### src/design/port_block_regs.vh
`ifndef PORT_BLOCK_REGS_VH
`define PORT_BLOCK_REGS_VH

// ----------------------------------------------------------------
// register offsets
// ----------------------------------------------------------------
`define ADDR_W 10
`define OFS_OUT_LOW 10'h2eb
`define OFS_OUT_HIGH 10'h2ec
`define OFS_IO_ZERO 10'h2ed
`define OFS_TMR_DIR_ZERO 10'h2ee
`define OFS_IO_ONE 10'h2fd
`define OFS_CLK_DIR_ONE 10'h2fe

// ----------------------------------------------------------------
// field positions and reset values
// ----------------------------------------------------------------
`define BIT_DIR 0
`define BIT_STOPWATCH_RUN 2
`define BIT_TMRCLR 3
`define BIT_SWCLR 1
`define BIT_OSC_ON 1
`define BIT_CPU_SEL 2
`define RST_NIBBLE 4'h0

// ----------------------------------------------------------------
// timing: pull-down held 1.5 cycles, rounded up to whole cycles
// ----------------------------------------------------------------
`define PULL_HALF_CYCLES 3
`define PULL_CYCLES ((`PULL_HALF_CYCLES + 1) / 2)

`endif

### src/design/output_and_io_port_block.v
`timescale 1ns/1ps
`include "port_block_regs.vh"

module output_and_io_port_block #(
  parameter BUZZ_EN = 1,
  parameter BUZZ_JOINT = 0,
  parameter SERIAL_FLAG_EN = 1,
  parameter CLKOUT_EN = 1,
  parameter SERIAL_EN = 0,
  parameter [2:0] CLKOUT_DIV_LOG2 = 3'h7,
  parameter [2:0] BUZZ_DIV_LOG2 = 3'h3
) (
  input wire sys_clk,
  input wire rst,
  input wire clk_en,
  input wire [9:0] addr,
  input wire [3:0] wdata,
  input wire wr_stb,
  input wire rd_stb,
  output reg [3:0] rdata,
  input wire slow_osc_freq,
  input wire serial_run_flag,
  output reg [3:0] out_a_pins,
  output reg [3:0] out_b_pins,
  input wire [3:0] io_zero_in,
  output reg [3:0] io_zero_out,
  output reg [3:0] io_zero_oe,
  input wire [3:0] io_one_in,
  output reg [3:0] io_one_out,
  output reg [3:0] io_one_oe,
  output reg io_pull_down,
  output reg clock_timer_clear,
  output reg stopwatch_run,
  output reg stopwatch_clear,
  output reg osc_fast_on,
  output reg cpu_clock_select
);

// ----------------------------------------------------------------
// registers
// ----------------------------------------------------------------
reg [3:0] out_nibble_a_bits_r;
reg [3:0] out_b_r;
reg [3:0] io_nibble_zero_r;
reg [3:0] io_one_r;
reg dir_ctrl_zero_r;
reg dir_ctrl_one_r;
reg osc_s1_r;
reg osc_s2_r;
reg osc_d_r;
reg [7:0] div_r;
reg [1:0] pull_cnt_r;
reg [3:0] rd_nxt;
reg [3:0] out_b_nxt;
reg [3:0] io_zero_oe_nxt;
reg [3:0] io_one_oe_nxt;
wire [3:0] z_sync;
wire [3:0] o_sync;

// ----------------------------------------------------------------
// build-time options, folded to single-bit flags
// ----------------------------------------------------------------
// nonzero parameter selects the special function
wire buzz_on = (BUZZ_EN != 0);
wire buzz_joint = (BUZZ_JOINT != 0);
wire flag_on = (SERIAL_FLAG_EN != 0);
wire clkout_on = (CLKOUT_EN != 0);
wire serial_on = (SERIAL_EN != 0);
// pull-down load: whole cycles after the strobe cycle, minus one
localparam integer PULL_LOAD = `PULL_CYCLES - 1;

// ----------------------------------------------------------------
// derived strobes and waveforms
// ----------------------------------------------------------------
// slow oscillator rise, one sys_clk wide
wire osc_rise = osc_s2_r & ~osc_d_r;
wire buzz_wave = div_r[BUZZ_DIV_LOG2];
wire clk_wave = (CLKOUT_DIV_LOG2 == 3'h0) ? osc_s2_r :
  div_r[CLKOUT_DIV_LOG2 - 3'h1];
wire rd_hit_io = rd_stb &&
  (addr == `OFS_IO_ZERO || addr == `OFS_IO_ONE);

// ----------------------------------------------------------------
// address decode
// ----------------------------------------------------------------
wire wr_out_low = wr_stb && (addr == `OFS_OUT_LOW);
wire wr_out_high = wr_stb && (addr == `OFS_OUT_HIGH);
wire wr_io_zero = wr_stb && (addr == `OFS_IO_ZERO);
wire wr_io_one = wr_stb && (addr == `OFS_IO_ONE);
wire wr_tmr_dir = wr_stb && (addr == `OFS_TMR_DIR_ZERO);
wire wr_clk_dir = wr_stb && (addr == `OFS_CLK_DIR_ONE);

// ----------------------------------------------------------------
// pin synchronisers, two flops per io bit
// ----------------------------------------------------------------
genvar gi;
generate
  // each bit has its own pair; only the second flop is read
  for (gi = 0; gi < 4; gi = gi + 1) begin : g_pin_sync
    reg z_s1_r;
    reg z_s2_r;
    reg o_s1_r;
    reg o_s2_r;
    always @(posedge sys_clk or posedge rst) begin
      if (rst) begin
        z_s1_r <= 1'b0;
        z_s2_r <= 1'b0;
        o_s1_r <= 1'b0;
        o_s2_r <= 1'b0;
      end else if (clk_en) begin
        z_s1_r <= io_zero_in[gi];
        z_s2_r <= z_s1_r;
        o_s1_r <= io_one_in[gi];
        o_s2_r <= o_s1_r;
      end
    end
    assign z_sync[gi] = z_s2_r;
    assign o_sync[gi] = o_s2_r;
  end
endgenerate

// ----------------------------------------------------------------
// slow oscillator synchroniser and divider
// ----------------------------------------------------------------
always @(posedge sys_clk or posedge rst) begin
  if (rst) begin
    osc_s1_r <= 1'b0;
    osc_s2_r <= 1'b0;
    osc_d_r <= 1'b0;
    div_r <= 8'h00;
  end else if (clk_en) begin
    osc_s1_r <= slow_osc_freq;
    osc_s2_r <= osc_s1_r;
    osc_d_r <= osc_s2_r;
    // one count per slow oscillator rise
    if (osc_rise) begin
      div_r <= div_r + 8'h01;
    end
  end
end

// ----------------------------------------------------------------
// read mux
// ----------------------------------------------------------------
always @* begin
  rd_nxt = 4'h0;
  case (addr)
    `OFS_OUT_LOW: rd_nxt = out_nibble_a_bits_r;
    `OFS_OUT_HIGH: begin
      rd_nxt = out_b_r;
      if (SERIAL_FLAG_EN != 0) begin
        rd_nxt[1] = serial_run_flag;
      end
    end
    `OFS_IO_ZERO: rd_nxt = z_sync;
    `OFS_IO_ONE: rd_nxt = o_sync;
    `OFS_TMR_DIR_ZERO: begin
      rd_nxt[`BIT_DIR] = dir_ctrl_zero_r;
      rd_nxt[`BIT_SWCLR] = 1'b0;
      rd_nxt[`BIT_STOPWATCH_RUN] = stopwatch_run;
      rd_nxt[`BIT_TMRCLR] = 1'b0;
    end
    `OFS_CLK_DIR_ONE: begin
      rd_nxt[`BIT_DIR] = dir_ctrl_one_r;
      rd_nxt[`BIT_OSC_ON] = osc_fast_on;
      rd_nxt[`BIT_CPU_SEL] = cpu_clock_select;
      rd_nxt[3] = 1'b0;
    end
    default: rd_nxt = 4'h0;
  endcase
end

// ----------------------------------------------------------------
// output port data
// ----------------------------------------------------------------
always @(posedge sys_clk or posedge rst) begin
  if (rst) begin
    out_nibble_a_bits_r <= `RST_NIBBLE;
    out_b_r <= `RST_NIBBLE;
  end else if (clk_en) begin
    if (wr_out_low) begin
      out_nibble_a_bits_r <= wdata;
    end
    if (wr_out_high) begin
      out_b_r[0] <= wdata[0];
      out_b_r[2] <= wdata[2];
      out_b_r[3] <= wdata[3];
      // status bit is read-only while the run flag owns it
      if (!flag_on) begin
        out_b_r[1] <= wdata[1];
      end
    end
  end
end

// ----------------------------------------------------------------
// io data latches, written in either direction
// ----------------------------------------------------------------
always @(posedge sys_clk or posedge rst) begin
  if (rst) begin
    io_nibble_zero_r <= `RST_NIBBLE;
    io_one_r <= `RST_NIBBLE;
  end else if (clk_en) begin
    if (wr_io_zero) begin
      io_nibble_zero_r <= wdata;
    end
    if (wr_io_one) begin
      io_one_r <= wdata;
    end
  end
end

// ----------------------------------------------------------------
// direction and shared control bits
// ----------------------------------------------------------------
always @(posedge sys_clk or posedge rst) begin
  if (rst) begin
    dir_ctrl_zero_r <= 1'b0;
    dir_ctrl_one_r <= 1'b0;
    stopwatch_run <= 1'b0;
    osc_fast_on <= 1'b0;
    cpu_clock_select <= 1'b0;
  end else if (clk_en) begin
    if (wr_tmr_dir) begin
      dir_ctrl_zero_r <= wdata[`BIT_DIR];
      stopwatch_run <= wdata[`BIT_STOPWATCH_RUN];
    end
    if (wr_clk_dir) begin
      dir_ctrl_one_r <= wdata[`BIT_DIR];
      osc_fast_on <= wdata[`BIT_OSC_ON];
      cpu_clock_select <= wdata[`BIT_CPU_SEL];
    end
  end
end

// ----------------------------------------------------------------
// one-cycle clear pulses
// ----------------------------------------------------------------
always @(posedge sys_clk or posedge rst) begin
  if (rst) begin
    clock_timer_clear <= 1'b0;
    stopwatch_clear <= 1'b0;
  end else if (clk_en) begin
    // pulses last one cycle: no write or a 0 drops them
    clock_timer_clear <= wr_tmr_dir & wdata[`BIT_TMRCLR];
    stopwatch_clear <= wr_tmr_dir & wdata[`BIT_SWCLR];
  end
end

// ----------------------------------------------------------------
// bus read data
// ----------------------------------------------------------------
always @(posedge sys_clk or posedge rst) begin
  if (rst) begin
    rdata <= 4'h0;
  end else if (clk_en) begin
    // data stand only in the cycle after the strobe
    rdata <= rd_stb ? rd_nxt : 4'h0;
  end
end

// ----------------------------------------------------------------
// read pull-down, 1.5 cycles rounded up to 2
// ----------------------------------------------------------------
// a fresh read reloads the count, so back-to-back reads extend it
always @(posedge sys_clk or posedge rst) begin
  if (rst) begin
    pull_cnt_r <= 2'h0;
    io_pull_down <= 1'b0;
  end else if (clk_en) begin
    if (rd_hit_io) begin
      // load counts the cycles after the first one
      pull_cnt_r <= PULL_LOAD[1:0];
      io_pull_down <= 1'b1;
    end else if (pull_cnt_r != 2'h0) begin
      pull_cnt_r <= pull_cnt_r - 2'h1;
    end else begin
      io_pull_down <= 1'b0;
    end
  end
end

// ----------------------------------------------------------------
// output port b: special functions per bit
// ----------------------------------------------------------------
always @* begin
  out_b_nxt = out_b_r;
  // bit 0: true buzzer gated by its own bit
  if (buzz_on) begin
    out_b_nxt[0] = out_b_r[0] & buzz_wave;
  end
  // bit 3: inverted buzzer, gated by bit 0 or bit 3
  if (buzz_on && buzz_joint) begin
    out_b_nxt[3] = out_b_r[0] & ~buzz_wave;
  end else if (buzz_on) begin
    out_b_nxt[3] = out_b_r[3] & ~buzz_wave;
  end
  // bit 1: serial run flag replaces the stored bit
  if (flag_on) begin
    out_b_nxt[1] = serial_run_flag;
  end
  // bit 2: divided clock gated by its bit, low otherwise
  if (clkout_on) begin
    out_b_nxt[2] = out_b_r[2] & clk_wave;
  end
end

// ----------------------------------------------------------------
// io output enables, one direction bit per nibble
// ----------------------------------------------------------------
always @* begin
  io_zero_oe_nxt = {4{dir_ctrl_zero_r}};
  io_one_oe_nxt = {4{dir_ctrl_one_r}};
  // serial pins belong to the serial block: never driven here
  if (serial_on) begin
    io_one_oe_nxt[2:0] = 3'h0;
  end
end

// ----------------------------------------------------------------
// output port pins
// ----------------------------------------------------------------
always @(posedge sys_clk or posedge rst) begin
  if (rst) begin
    out_a_pins <= 4'h0;
    out_b_pins <= 4'h0;
  end else if (clk_en) begin
    out_a_pins <= out_nibble_a_bits_r;
    out_b_pins <= out_b_nxt;
  end
end

// ----------------------------------------------------------------
// io pins
// ----------------------------------------------------------------
always @(posedge sys_clk or posedge rst) begin
  if (rst) begin
    io_zero_out <= 4'h0;
    io_zero_oe <= 4'h0;
    io_one_out <= 4'h0;
    io_one_oe <= 4'h0;
  end else if (clk_en) begin
    // latch reaches the pin unchanged; oe decides if it shows
    io_zero_out <= io_nibble_zero_r;
    io_zero_oe <= io_zero_oe_nxt;
    io_one_out <= io_one_r;
    io_one_oe <= io_one_oe_nxt;
  end
end

endmodule

### config.mk
export PLATFORM = sky130hd
export DESIGN_NAME = output_and_io_port_block
export DESIGN_NICKNAME = d
export VERILOG_FILES = /design/src/design/output_and_io_port_block.v
export VERILOG_INCLUDE_DIRS = /design/src /design/src/design
export SDC_FILE = /design/constraint.sdc
export NUM_CORES = 1
export LEC_CHECK = 0
export BUFFER_PORTS_ARGS = -buffer_cell sky130_fd_sc_hd__buf_2
export CELL_PAD_IN_SITES_DETAIL_PLACEMENT = 0
export CELL_PAD_IN_SITES_GLOBAL_PLACEMENT = 1
export CORE_MARGIN = 3
export CORE_UTILIZATION = 40
export CTS_CLUSTER_DIAMETER = 120
export DETAILED_ROUTE_END_ITERATION = 10
export PLACE_DENSITY = 0.82
export REMOVE_ABC_BUFFERS = 1
export SLEW_MARGIN = 15
export SYNTH_ARGS = -nofsm -noshare
export SYNTH_HDL_FRONTEND = slang
export SYNTH_SLANG_ARGS = --single-unit
### constraint.sdc
create_clock -name sys_clk -period 2.1 [get_ports sys_clk]
set_input_delay 0.42 -clock sys_clk [delete_from_list [all_inputs] [get_ports sys_clk]]
set_output_delay 0.42 -clock sys_clk [all_outputs]
set_load 0.005 [all_outputs]
==> metrics.md, run 1 <==
| Metric | Value |
|---|---|
| DP Wirelength | slightly below 5 mm |
| Commonest non-fill, non-tap cell in the layout | dfrtp_1 |
| Setup violations, final | 0 |
| Diodes inserted | 0 |
| Worst Hold Class | input port to asynchronous set/reset pin |
| Postcts setup bufs | 0 |
| TritonCTS Sinks | 73 |
| Worst Tran Pin Value | between 400 and 500 ps |
| Peak supply drop | around 360 uV |
| Layout net count | about 350 |
| Vias in the first global route | between 2000 and 2500 |
| Final WL | a little under 7 mm |
| RSZ-0062 raised after global routing | no |
| Main combinational cell family by area after synthesis | multiplexers |
| Max-slew headroom | between 70% and 80% |
| Yosys reg bits | 73 |
| Post-CTS sizing | 0 |
| Antenna Violating Nets Remaining | 0 |
| CP Data Required Time | around 2300 ps |
| Bufs and invs on worst path | 1 |
| Largest net degree at the start of global routing | between 70 and 80 |
| CP Data Arrival Time | between 1500 and 2000 ps |
| Tcrit/Tclk final | 76.5% |
| Sequential share of the synthesized area | 55.7% |
| CP max stage delay | 540 ps |
| Min Tclk post-route | roughly 1600 ps |
| XOR/XNOR Fraction of Synth Area | approximately 1.6% |
| TNS Setup | 0 ps |
| Placed cells | a little over 400 |
| GR Overflow Total | 0 |
| Post-Synth Adder-Cell Area | less than 1% |
| Critical Path Sink Type | flop |
| Mapped cell area | 3280 um^2 |
| CP max FO | 4 |
| CTS Buffer Depth | 2 |
| First-pass GRT wire length | 10.8 mm |
| Wire length per cell | between 15 and 20 um |
| Die area | ~9300 um^2 |
| Layout area overhead | 19.4% |
| CTS tree | yes |
| Hold Vio Cnt, Final | 0 |
| Routability cong. | around 0.84 |
| Die width | a little under 100 um |
| Total Power | 3.18 mW |
| Total core area | around 7800 um^2 |
| P_leak | ~2 nW |
| Main flop type after synthesis | dfrtp_1 |
| CTS Hold Bufs | 0 |
| Clock transition at the registers of the reported paths | roughly 80 ps |
| Final non-filler cell total | ~420 |
| Max-Cap Viols | 0 |
| Post-synth EDFFs | 0 |
| Die height | ~97 um |
| Initial antenna violation count | 0 |
| Num CTS Buffers | 9 |
| Mux cell area share after synthesis | about a fifth |
| GRT Overall Usage | between 15 and 20% |
| Status | finished clean |
| Avg Inst Size Synth | between 10 and 15 um^2 |
| Number of distinct library cells after synthesis | 45 |
| Synthesis warning total | 0 |
| # rows | 32 |
| Syn Inst Count | ~250 |
| Skew final | 7.46 ps |
| I/O pin count | 63 |
| Largest delay share family, worst path | simple AND/OR/NAND/NOR gates |
| Max frequency | slightly above 0.6 GHz |
| Flop2flop setup slack | approximately 840 ps |
| Post-synthesis compound-gate area fraction | 6.34% |
| CP Launch Type | input port |
| Starting Density | between 40% and 50% |
| Most frequent cells in the layout | dfrtp_1, buf_2, mux2_2 |
| Area of the multi-input gates | between 1000 and 1500 um^2 |
| Critical-path cell list | buf_2 > nand2b_4 > nor4_4 > or4b_4 > mux2_4 |
| Simple-gate area share of the yosys netlist | around a tenth |
| Crit path kind | input port to flop |
| Via density | about 5 |
| Register area | 1830 um^2 |
| Post-synth ARST share | 100% |
| 1st-pass router iterations | 4 |
| Clock root buffer | clkbuf_8 |
| DRT iter0 DRCs | between 70 and 80 |
| H-Tree Depth | 3 |
| Layout cells sized above 1 | 46.6% |
| Fillers | around 730 |
| Power Density | around 810 nW/um^2 |
| Slew Viols, Final | 0 |
| DRC Markers | 0 |
| Worst-Skew Late Latency | 340 ps |
| Worst path slowest cell | or4b_4 |
| DR vias | roughly 2200 |
| Number of port buffers | 62 |
tightest hold or removal path, cell delays in order:
cell and delay (ps):
buf_2 100, inv_2 60, buf_12 330
power breakdown:
| part | leakage (nW) | internal [mW] | switching, mW | total, mW |
|---|---|---|---|---|
| combinational | 0.873 | 0.174 | 0.179 | 0.353 |
| clock | 0.106 | 0.679 | 0.545 | 1.22 |
| sequential | 0.964 | 1.52 | 0.0815 | 1.60 |
synthesized netlist by cell type (2+ instances only):
| master | count | area [um^2] |
|---|---|---|
| a22oi_1 | 3 | 22.5 |
| and3b_1 | 2 | 17.5 |
| and4_1 | 2 | 17.5 |
| buf_4 | 6 | 45.0 |
| clkbuf_1 | 8 | 30.0 |
| clkbuf_8 | 2 | 27.5 |
| dfrtp_1 | 73 | 1830 |
| ha_1 | 2 | 25.0 |
| inv_1 | 16 | 60.1 |
| mux2_2 | 51 | 574 |
| mux2_4 | 3 | 45.0 |
| mux2i_1 | 3 | 30.0 |
| nand2_1 | 12 | 45.0 |
| nand2b_1 | 2 | 12.5 |
| nand3_1 | 6 | 30.0 |
| nand4_1 | 2 | 12.5 |
| nand4b_1 | 5 | 43.8 |
| nor2b_1 | 5 | 31.3 |
| nor3_1 | 3 | 15.0 |
| o211ai_1 | 2 | 15.0 |
| o21a_1 | 2 | 15.0 |
| o21ai_0 | 8 | 40.0 |
| o22ai_1 | 5 | 31.3 |
| o2bb2ai_1 | 2 | 17.5 |
| o32ai_1 | 2 | 17.5 |
| or2_2 | 2 | 12.5 |
| xnor2_1 | 4 | 35.0 |
| xor2_1 | 2 | 17.5 |
routing by layer:
layer | vias to the layer above | track usage, % | wire (um)
li1 | 1018 | - | -
met1 | 1080 | 20.6 | 3110
met2 | 55 | 24.4 | 3210
met3 | 10 | 4.57 | 361
met4 | 0 | 5.61 | 136
met5 | - | 0 | 0
final cells by class:
cell class	count	share of cell area, %
Clock buffer	9	3.17
Inverter	16	1.54
Clock inverter	7	2.59
Timing Repair Buffer	71	9.98
Multi-Input combinational cell	146	32.8
Tap cell	102	3.26
Sequential cell	73	46.7
cells by family (layout without fill, tap and decap cells):
group	Yosys count	count (layout)
simple gates	51	51
xor+xnor	6	6
buf+inv	33	103
mux	57	57
flops	73	73
compound gates	30	30
fa+ha+maj	2	2
final timing paths:
kind                                         to  depth (start not counted)          start
setup / recovery                     out_b_r[0]                          5        addr[8]
hold / removal                    out_b_pins[1]                          3            rst
setup reg to reg                       div_r[6]                          4        osc_d_r
hold reg to reg                        div_r[5]                          1       div_r[5]
max in group asynchronous         out_a_pins[2]                          3            rst
min in group sys_clk       g_pin_sync[0].z_s1_r                          2  io_zero_in[0]
per-stage QoR:
step	utilization, %	cell area (um^2)	hold WS (ps)	setup WS [ps]
3_3_place_gp	47.0	3690	459	156
6_report	49.9	3910	151	493
5_1_grt	49.9	3910	168	438
3_5_place_dp	47.0	3690	462	132
4_1_cts	49.9	3910	153	503
2_1_floorplan	-	3170	445	-173
state kept, by name, summed over array words and instances, names as in the netlist, 2 cells and up:
signal	cells
div_r	7
out_b_pins	4
rdata	4
pull_cnt_r	2
io_zero_out	4
io_nibble_zero_r	4
io_one_out	4
out_nibble_a_bits_r	4
io_one_r	4
g_pin_sync.z_s2_r	4
g_pin_sync.z_s1_r	4
out_b_r	3
out_a_pins	4
g_pin_sync.o_s1_r	4
g_pin_sync.o_s2_r	4
No activity file was read; power rests on OpenSTA's default activity.
==> run 2, diff against run 1 <==
--- a/config.mk
+++ b/config.mk
@@ -10,7 +10,7 @@
 export CELL_PAD_IN_SITES_DETAIL_PLACEMENT = 0
 export CELL_PAD_IN_SITES_GLOBAL_PLACEMENT = 1
 export CORE_MARGIN = 3
-export CORE_UTILIZATION = 40
+export CORE_UTILIZATION = 42
 export CTS_CLUSTER_DIAMETER = 120
 export DETAILED_ROUTE_END_ITERATION = 10
 export PLACE_DENSITY = 0.82
==> constraint.sdc (replaced) <==
create_clock -name sys_clk -period 1.65 [get_ports sys_clk]
set_input_delay 0.33 -clock sys_clk [delete_from_list [all_inputs] [get_ports sys_clk]]
set_output_delay 0.33 -clock sys_clk [all_outputs]
set_load 0.005 [all_outputs]
==> metrics.md, run 2 (synthesis gave the netlist of run 1 again) <==
| Metric | Value |
|---|---|
| Status | finished clean (unchanged) |
| Slew Viols, Final | 0 (unchanged) |
| Switching Fraction | 25.4% (about the same) |
| Most frequent cells in the layout | dfrtp_1, buf_2, mux2_2 (unchanged) |
| Comb power frac | 12.2% (was 11.1%) |
| Crit path kind | input port to flop (unchanged) |
| CP max FO | 4 (unchanged) |
| Clock transition at the registers of the reported paths | 80 ps (about the same) |
| Critical Path Sink Type | flop (unchanged) |
| CP Data Required Time | 1880 ps (was 2330 ps) |
| Layout cells sized above 1 | 48.1% (was 46.6%) |
| CP Data Arrival Time | 1750 ps (was 1830 ps) |
| CP max stage delay | 550 ps (was 540 ps) |
| 1st-pass router iterations | 4 (unchanged) |
| Die height | 94.3 um (was 96.5 um) |
| Worst Tran Pin Value | 403 ps (was 420 ps) |
| CP Launch Type | input port (unchanged) |
| Clock power frac | 34.8% (was 38.5%) |
| Num CTS Buffers | 9 (unchanged) |
| CTS tree | yes (unchanged) |
| Routability cong. | 0.852 (was 0.842) |
| Tcrit/Tclk final | slightly above 90% |
| DR vias | 2167 (was 2163) |
| Max frequency | around 0.65 GHz |
| DP Wirelength | 4.99 mm (was 4.90 mm) |
| Max-Cap Viols | 0 (unchanged) |
| Worst Hold Class | input port to flop (was input port to asynchronous set/reset pin) |
| P_sw | 976 uW (was 806 uW) |
| Wl on met1 | 3.40 mm (was 3.11 mm) |
| Layout area overhead | 21.2% (was 19.4%) |
| Layout net count | 361 (was 348) |
| Met3 wire length | 351 um (was 361 um) |
| Reg with most FFs | div_r (unchanged) |
| Critical-path cell list | buf_2 > nand2b_4 > nor4_4 > or4b_4 > mux2_4 (unchanged) |
| RSZ-0062 raised after global routing | no (unchanged) |
| TritonCTS Sinks | 73 (unchanged) |
| P_leak | 2.00 nW (was 1.94 nW) |
| GR Overflow Total | 0 (unchanged) |
| I/O pin count | 63 (unchanged) |
| Placed cells | 417 (was 408) |
| Placed cell area | 3770 um^2 (was 3690 um^2) |
| Wire length per cell | 15.9 um (was 16.1 um) |
| Peak supply drop | 467 uV (was 361 uV) |
| Number of port buffers | 62 (unchanged) |
| GRT Overall Usage | 16.6% (was 15.6%) |
| Max-slew headroom | 73.1% (was 71.8%) |
| Via density | 4.99 (was 5.10) |
| Power Density | 966 nW/um^2 (was 812 nW/um^2) |
| Die width | 94.3 um (was 96.5 um) |
| Largest register FFs | 7 (unchanged) |
| Reg2reg path depth | 6 (was 4) |
| Commonest non-fill, non-tap cell in the layout | dfrtp_1 (unchanged) |
| DRT iter0 DRCs | 88 (was 78) |
| Largest net degree at the start of global routing | 44 (was 74) |
| Setup violations, final | 0 (unchanged) |
| Clock root buffer | clkbuf_8 (unchanged) |
| First-pass GRT wire length | 11.3 mm (was 10.8 mm) |
| Final WL | 6.91 mm (was 6.82 mm) |
| Worst-Skew Late Latency | 340 ps (about the same) |
| CTS Buffer Depth | 2 (unchanged) |
| Pint | 2.86 mW (was 2.37 mW) |
| Sequential share of power | 53.0% (was 50.4%) |
| Min-Delay Path Depth | 2 |
| Final Instance Area | 3970 um^2 (was 3910 um^2) |
| Worst path slowest cell | or4b_4 (unchanged) |
| Die area | 8900 um^2 (was 9310 um^2) |
| DRC Markers | 0 (unchanged) |
| Final non-filler cell total | 434 (was 424) |
| Postcts setup bufs | 0 (unchanged) |
| Min Tclk post-route | between 1500 and 2000 ps |
| Skew final | 6.44 ps (was 7.46 ps) |
| Max layer used | met4 (unchanged) |
| Hold Vio Cnt, Final | 0 (unchanged) |
| Met2 WL | 3.12 mm (was 3.21 mm) |
| H-Tree Depth | 3 (unchanged) |
| # rows | 31 (was 32) |
| Antenna Violating Nets Remaining | 0 (unchanged) |
| Initial antenna violation count | 0 (unchanged) |
| Total core area | 7410 um^2 (was 7850 um^2) |
| Vias in the first global route | 2208 (was 2161) |
| Starting Density | 44.2% (was 41.8%) |
| Diodes inserted | 0 (unchanged) |
[run 2: cell types whose count changed in the layout (fill, tap and decap cells not counted), sizes merged, moves of 2 or more]
cell and change:
buf +12, clkinv +4, clkinvlp -2, inv -2
[run 2: worst max-delay path, delay by kind of cell]
| family | cells | cell delay (ps) |
|---|---|---|
| simple gates | 3 | 1010 |
| buf+inv | 1 | 100 |
| mux | 1 | 320 |
[run 2: path summary, 6_finish.rpt]
kind / start / to / slack [ps]
max: addr[8] / out_b_r[2] / 120
min: io_zero_in[0] / g_pin_sync[0].z_s1_r / 220
max reg2reg: pull_cnt_r[0] / pull_cnt_r[1] / 390
min reg2reg: div_r[6] / div_r[6] / 480
max in group asynchronous: rst / out_b_pins[2] / 590
min in group asynchronous: rst / g_pin_sync[2].o_s1_r / 510
[run 2: power groups by stage]
stage / Combinational, mW / Clock (mW) / Sequential [mW]
finish: 0.468 / 1.34 / 2.03
global route: 0.529 / 1.46 / 2.05
floorplan: 0.290 / 0 / 2.04
detailed placement: 0.470 / 0 / 2.07
global placement: 0.456 / 0 / 2.06
CTS: 0.474 / 1.38 / 2.03
[run 2: area by class of cell]
class                      instances  area [um^2]
inverter                          16         60.1
multi-input combinational        146         1280
clock inverter                     6         58.8
tap                               99          124
clock buffer                      10          128
fill                             654         3440
timing repair buffer              84          490
sequential                        73         1830
[run 2: metal layers]
| metal | vias up | GRT usage, % |
|---|---|---|
| met2 | 56 | 24.9 |
| met5 | - | 0 |
| met1 | 1054 | 23.6 |
| met4 | 0 | 5.42 |
| met3 | 2 | 4.46 |
| li1 | 1055 | - |
[run 2: metrics by stage]
step                worst slack, ps  power [mW]  setup TNS (ps)  hold slack, ps  utilization, %
floorplan                      -533        2.33          -39130             421               -
global placement               -218        2.52           -3040             321            50.9
detailed placement             -225        2.54           -3510             328            50.9
CTS                             135        3.89               0             206            53.6
global route                   66.3        4.04               0             206            53.6
finish                          122        3.84               0             221            53.6
[run 2: timing repair]
item | in CTS | in global routing
hold buffers | 1 | 0
endpoints found under the hold margin | 14 | 0
gates resized for setup | 0 | 0
==> run 3, diff against run 2 <==
--- a/config.mk
+++ b/config.mk
@@ -10,10 +10,10 @@
 export CELL_PAD_IN_SITES_DETAIL_PLACEMENT = 0
 export CELL_PAD_IN_SITES_GLOBAL_PLACEMENT = 1
 export CORE_MARGIN = 3
-export CORE_UTILIZATION = 42
+export CORE_UTILIZATION = 44
 export CTS_CLUSTER_DIAMETER = 120
 export DETAILED_ROUTE_END_ITERATION = 10
-export PLACE_DENSITY = 0.82
+export PLACE_DENSITY = 0.85
 export REMOVE_ABC_BUFFERS = 1
 export SLEW_MARGIN = 15
 export SYNTH_ARGS = -nofsm -noshare
==> metrics.md, run 3 (synthesis gave the netlist of run 1 again) <==
| Metric | Value |
|---|---|
| First-pass GRT wire length | 10.4 mm (was 11.3 mm) |
| Largest delay share family, worst path | simple AND/OR/NAND/NOR gates (unchanged) |
| Setup WS post-layout | 144 ps (was 122 ps) |
| Pre-CTS setup slack | -232 ps (was -225 ps) |
| CTS tree | yes (unchanged) |
| Die area | 8520 um^2 (was 8900 um^2) |
| H-Tree Depth | 3 (unchanged) |
| Worst Hold Class | input port to asynchronous set/reset pin (was input port to flop) |
| Wire length per cell | 14.9 um (was 15.9 um) |
| Max-Cap Viols | 0 (unchanged) |
| Min Tclk post-route | 1510 ps (was 1530 ps) |
| Vias in the first global route | 2125 (was 2208) |
| Flop2flop setup slack | 370 ps (was 390 ps) |
| DP Wirelength | 4.76 mm (was 4.99 mm) |
| Slew Viols, Final | 0 (unchanged) |
| Worst path slowest cell | mux2_2 (was or4b_4) |
| Layout cells sized above 1 | 48.2% (was 48.1%) |
| Max frequency | 0.664 GHz (was 0.655 GHz) |
| Worst r2r src | pull_cnt_r[0] (unchanged) |
| DRC Markers | 0 (unchanged) |
| Layout net count | 360 (was 361) |
| Die width | 92.3 um (was 94.3 um) |
| Setup violations, final | 0 (unchanged) |
| Reg2reg path depth | 6 (unchanged) |
| 1st-pass router iterations | 4 (unchanged) |
| Layout area overhead | 21.7% (was 21.2%) |
| Power Density | 1010 nW/um^2 (was 966 nW/um^2) |
| Clock transition at the registers of the reported paths | 80 ps (about the same) |
| Hold Vio Cnt, Final | 0 (unchanged) |
| Die height | 92.3 um (was 94.3 um) |
| RSZ-0062 raised after global routing | no (unchanged) |
| Reg with most FFs | div_r (unchanged) |
| Largest net degree at the start of global routing | 74 (was 44) |
| CP Launch Type | input port (unchanged) |
| CP Data Required Time | 1880 ps (about the same) |
| Total core area | 7020 um^2 (was 7410 um^2) |
| Total Power | 4.02 mW (was 3.84 mW) |
| DR vias | 2195 (was 2167) |
| Clock root buffer | clkbuf_8 (unchanged) |
| Bufs and invs on worst path | 3 (was 1) |
| CTS Buffer Depth | 2 (unchanged) |
| Worst Tran Pin Value | 416 ps (was 403 ps) |
| Final WL | 6.39 mm (was 6.91 mm) |
| Critical-path cell list | buf_2 > nand2b_4 > buf_4 > or2_2 > nor3_1 > buf_4 > mux2_2 (was buf_2 > nand2b_4 > nor4_4 > or4b_4 > mux2_4) |
| Routability cong. | 0.863 (was 0.852) |
| Util after Layout | 56.8% (was 53.6%) |
| Skew final | 7.28 ps (was 6.44 ps) |
| Crit Reg-Reg Endpoint | pull_cnt_r[1] (unchanged) |
| Diodes inserted | 0 (unchanged) |
| Max-slew headroom | 71.8% (was 73.1%) |
| CTS Hold Bufs | 0 (was 1) |
| Number of port buffers | 62 (unchanged) |
| Worst-Skew Late Latency | 340 ps (about the same) |
| CP max stage delay | 330 ps (was 550 ps) |
| # rows | 30 (was 31) |
| CP Data Arrival Time | 1740 ps (was 1750 ps) |
| Postcts setup bufs | 0 (unchanged) |
| Peak supply drop | 517 uV (was 467 uV) |
| TritonCTS Sinks | 73 (unchanged) |
| CP max FO | 4 (unchanged) |
| Most frequent cells in the layout | dfrtp_1, buf_2, mux2_2 (unchanged) |
| Status | finished clean (unchanged) |
| Num CTS Buffers | 9 (unchanged) |
| I/O pin count | 63 (unchanged) |
| Commonest non-fill, non-tap cell in the layout | dfrtp_1 (unchanged) |
| Initial antenna violation count | 0 (unchanged) |
| GR Overflow Total | 0 (unchanged) |
| Via density | 5.10 (was 4.99) |
| Starting Density | 46.7% (was 44.2%) |
| Crit path kind | input port to flop (unchanged) |
| Most used cell, CP | buf_4 |
| P_leak | 2.00 nW (about the same) |
| Antenna Violating Nets Remaining | 0 (unchanged) |
| Tcrit/Tclk final | 91.3% (was 92.6%) |
| Post-CTS sizing | 0 (unchanged) |
| Critical Path Sink Type | flop (unchanged) |
| GRT Overall Usage | 16.0% (was 16.6%) |
| DRT iter0 DRCs | 73 (was 88) |
| Largest register FFs | 7 (unchanged) |
[run 3: cell types whose count changed in the layout (fill, tap and decap cells not counted), sizes merged]
cell         change
clkinvlp         +1
inv              +2
dlygate4sd3      -1
clkinv           -4
bufinv           +1
[run 3: per-layer routing]
metal  global-route usage [%]  up-vias  wire length (um)
met5                        0        -                 0
met2                     24.2       51              3090
met1                     21.5     1091              2910
li1                         -     1047                 -
met3                     5.69        6               321
met4                     5.32        0                75
[run 3: worst max path at each step]
stage | from | to | depth (start not counted)
after floorplan | rst | clock_timer_clear | 1
after global placement | addr[8] | io_one_r[0] | 7
after detailed placement | addr[8] | io_one_r[0] | 7
after CTS | addr[8] | io_one_r[0] | 7
after global routing | addr[8] | io_one_r[0] | 7
final | addr[8] | io_one_r[0] | 7
[run 3: final cells by class]
cell class | count | area, um^2
Fill cell | 617 | 3030
Clock inverter | 6 | 90.1
Sequential cell | 73 | 1830
Tap cell | 96 | 120
Clock buffer | 10 | 128
Timing Repair Buffer | 83 | 480
Multi-Input combinational cell | 146 | 1280
Inverter | 16 | 60.1
[run 3: worst register-to-register path: stages (launching register included)]
cell       delay [ps]
dfrtp_1           370
inv_1              50
ha_1              200
inv_1              70
nand2_1            70
or2_2             290
o2bb2ai_1         150
[run 3: power breakdown]
group | leakage [nW] | internal [mW] | switching [mW]
Clock | 0.107 | 0.859 | 0.654
Sequential | 0.964 | 1.93 | 0.104
Combinational | 0.931 | 0.237 | 0.232
[run 3: per-stage QoR]
step	std cells	setup TNS, ps	hold slack (ps)	cell area (um^2)
floorplan	235	-39130	421	3170
global placement	414	-2230	442	3770
detailed placement	414	-2410	439	3770
CTS	430	0	57.6	3990
global route	430	0	93.8	3990
finish	430	0	56.6	3990
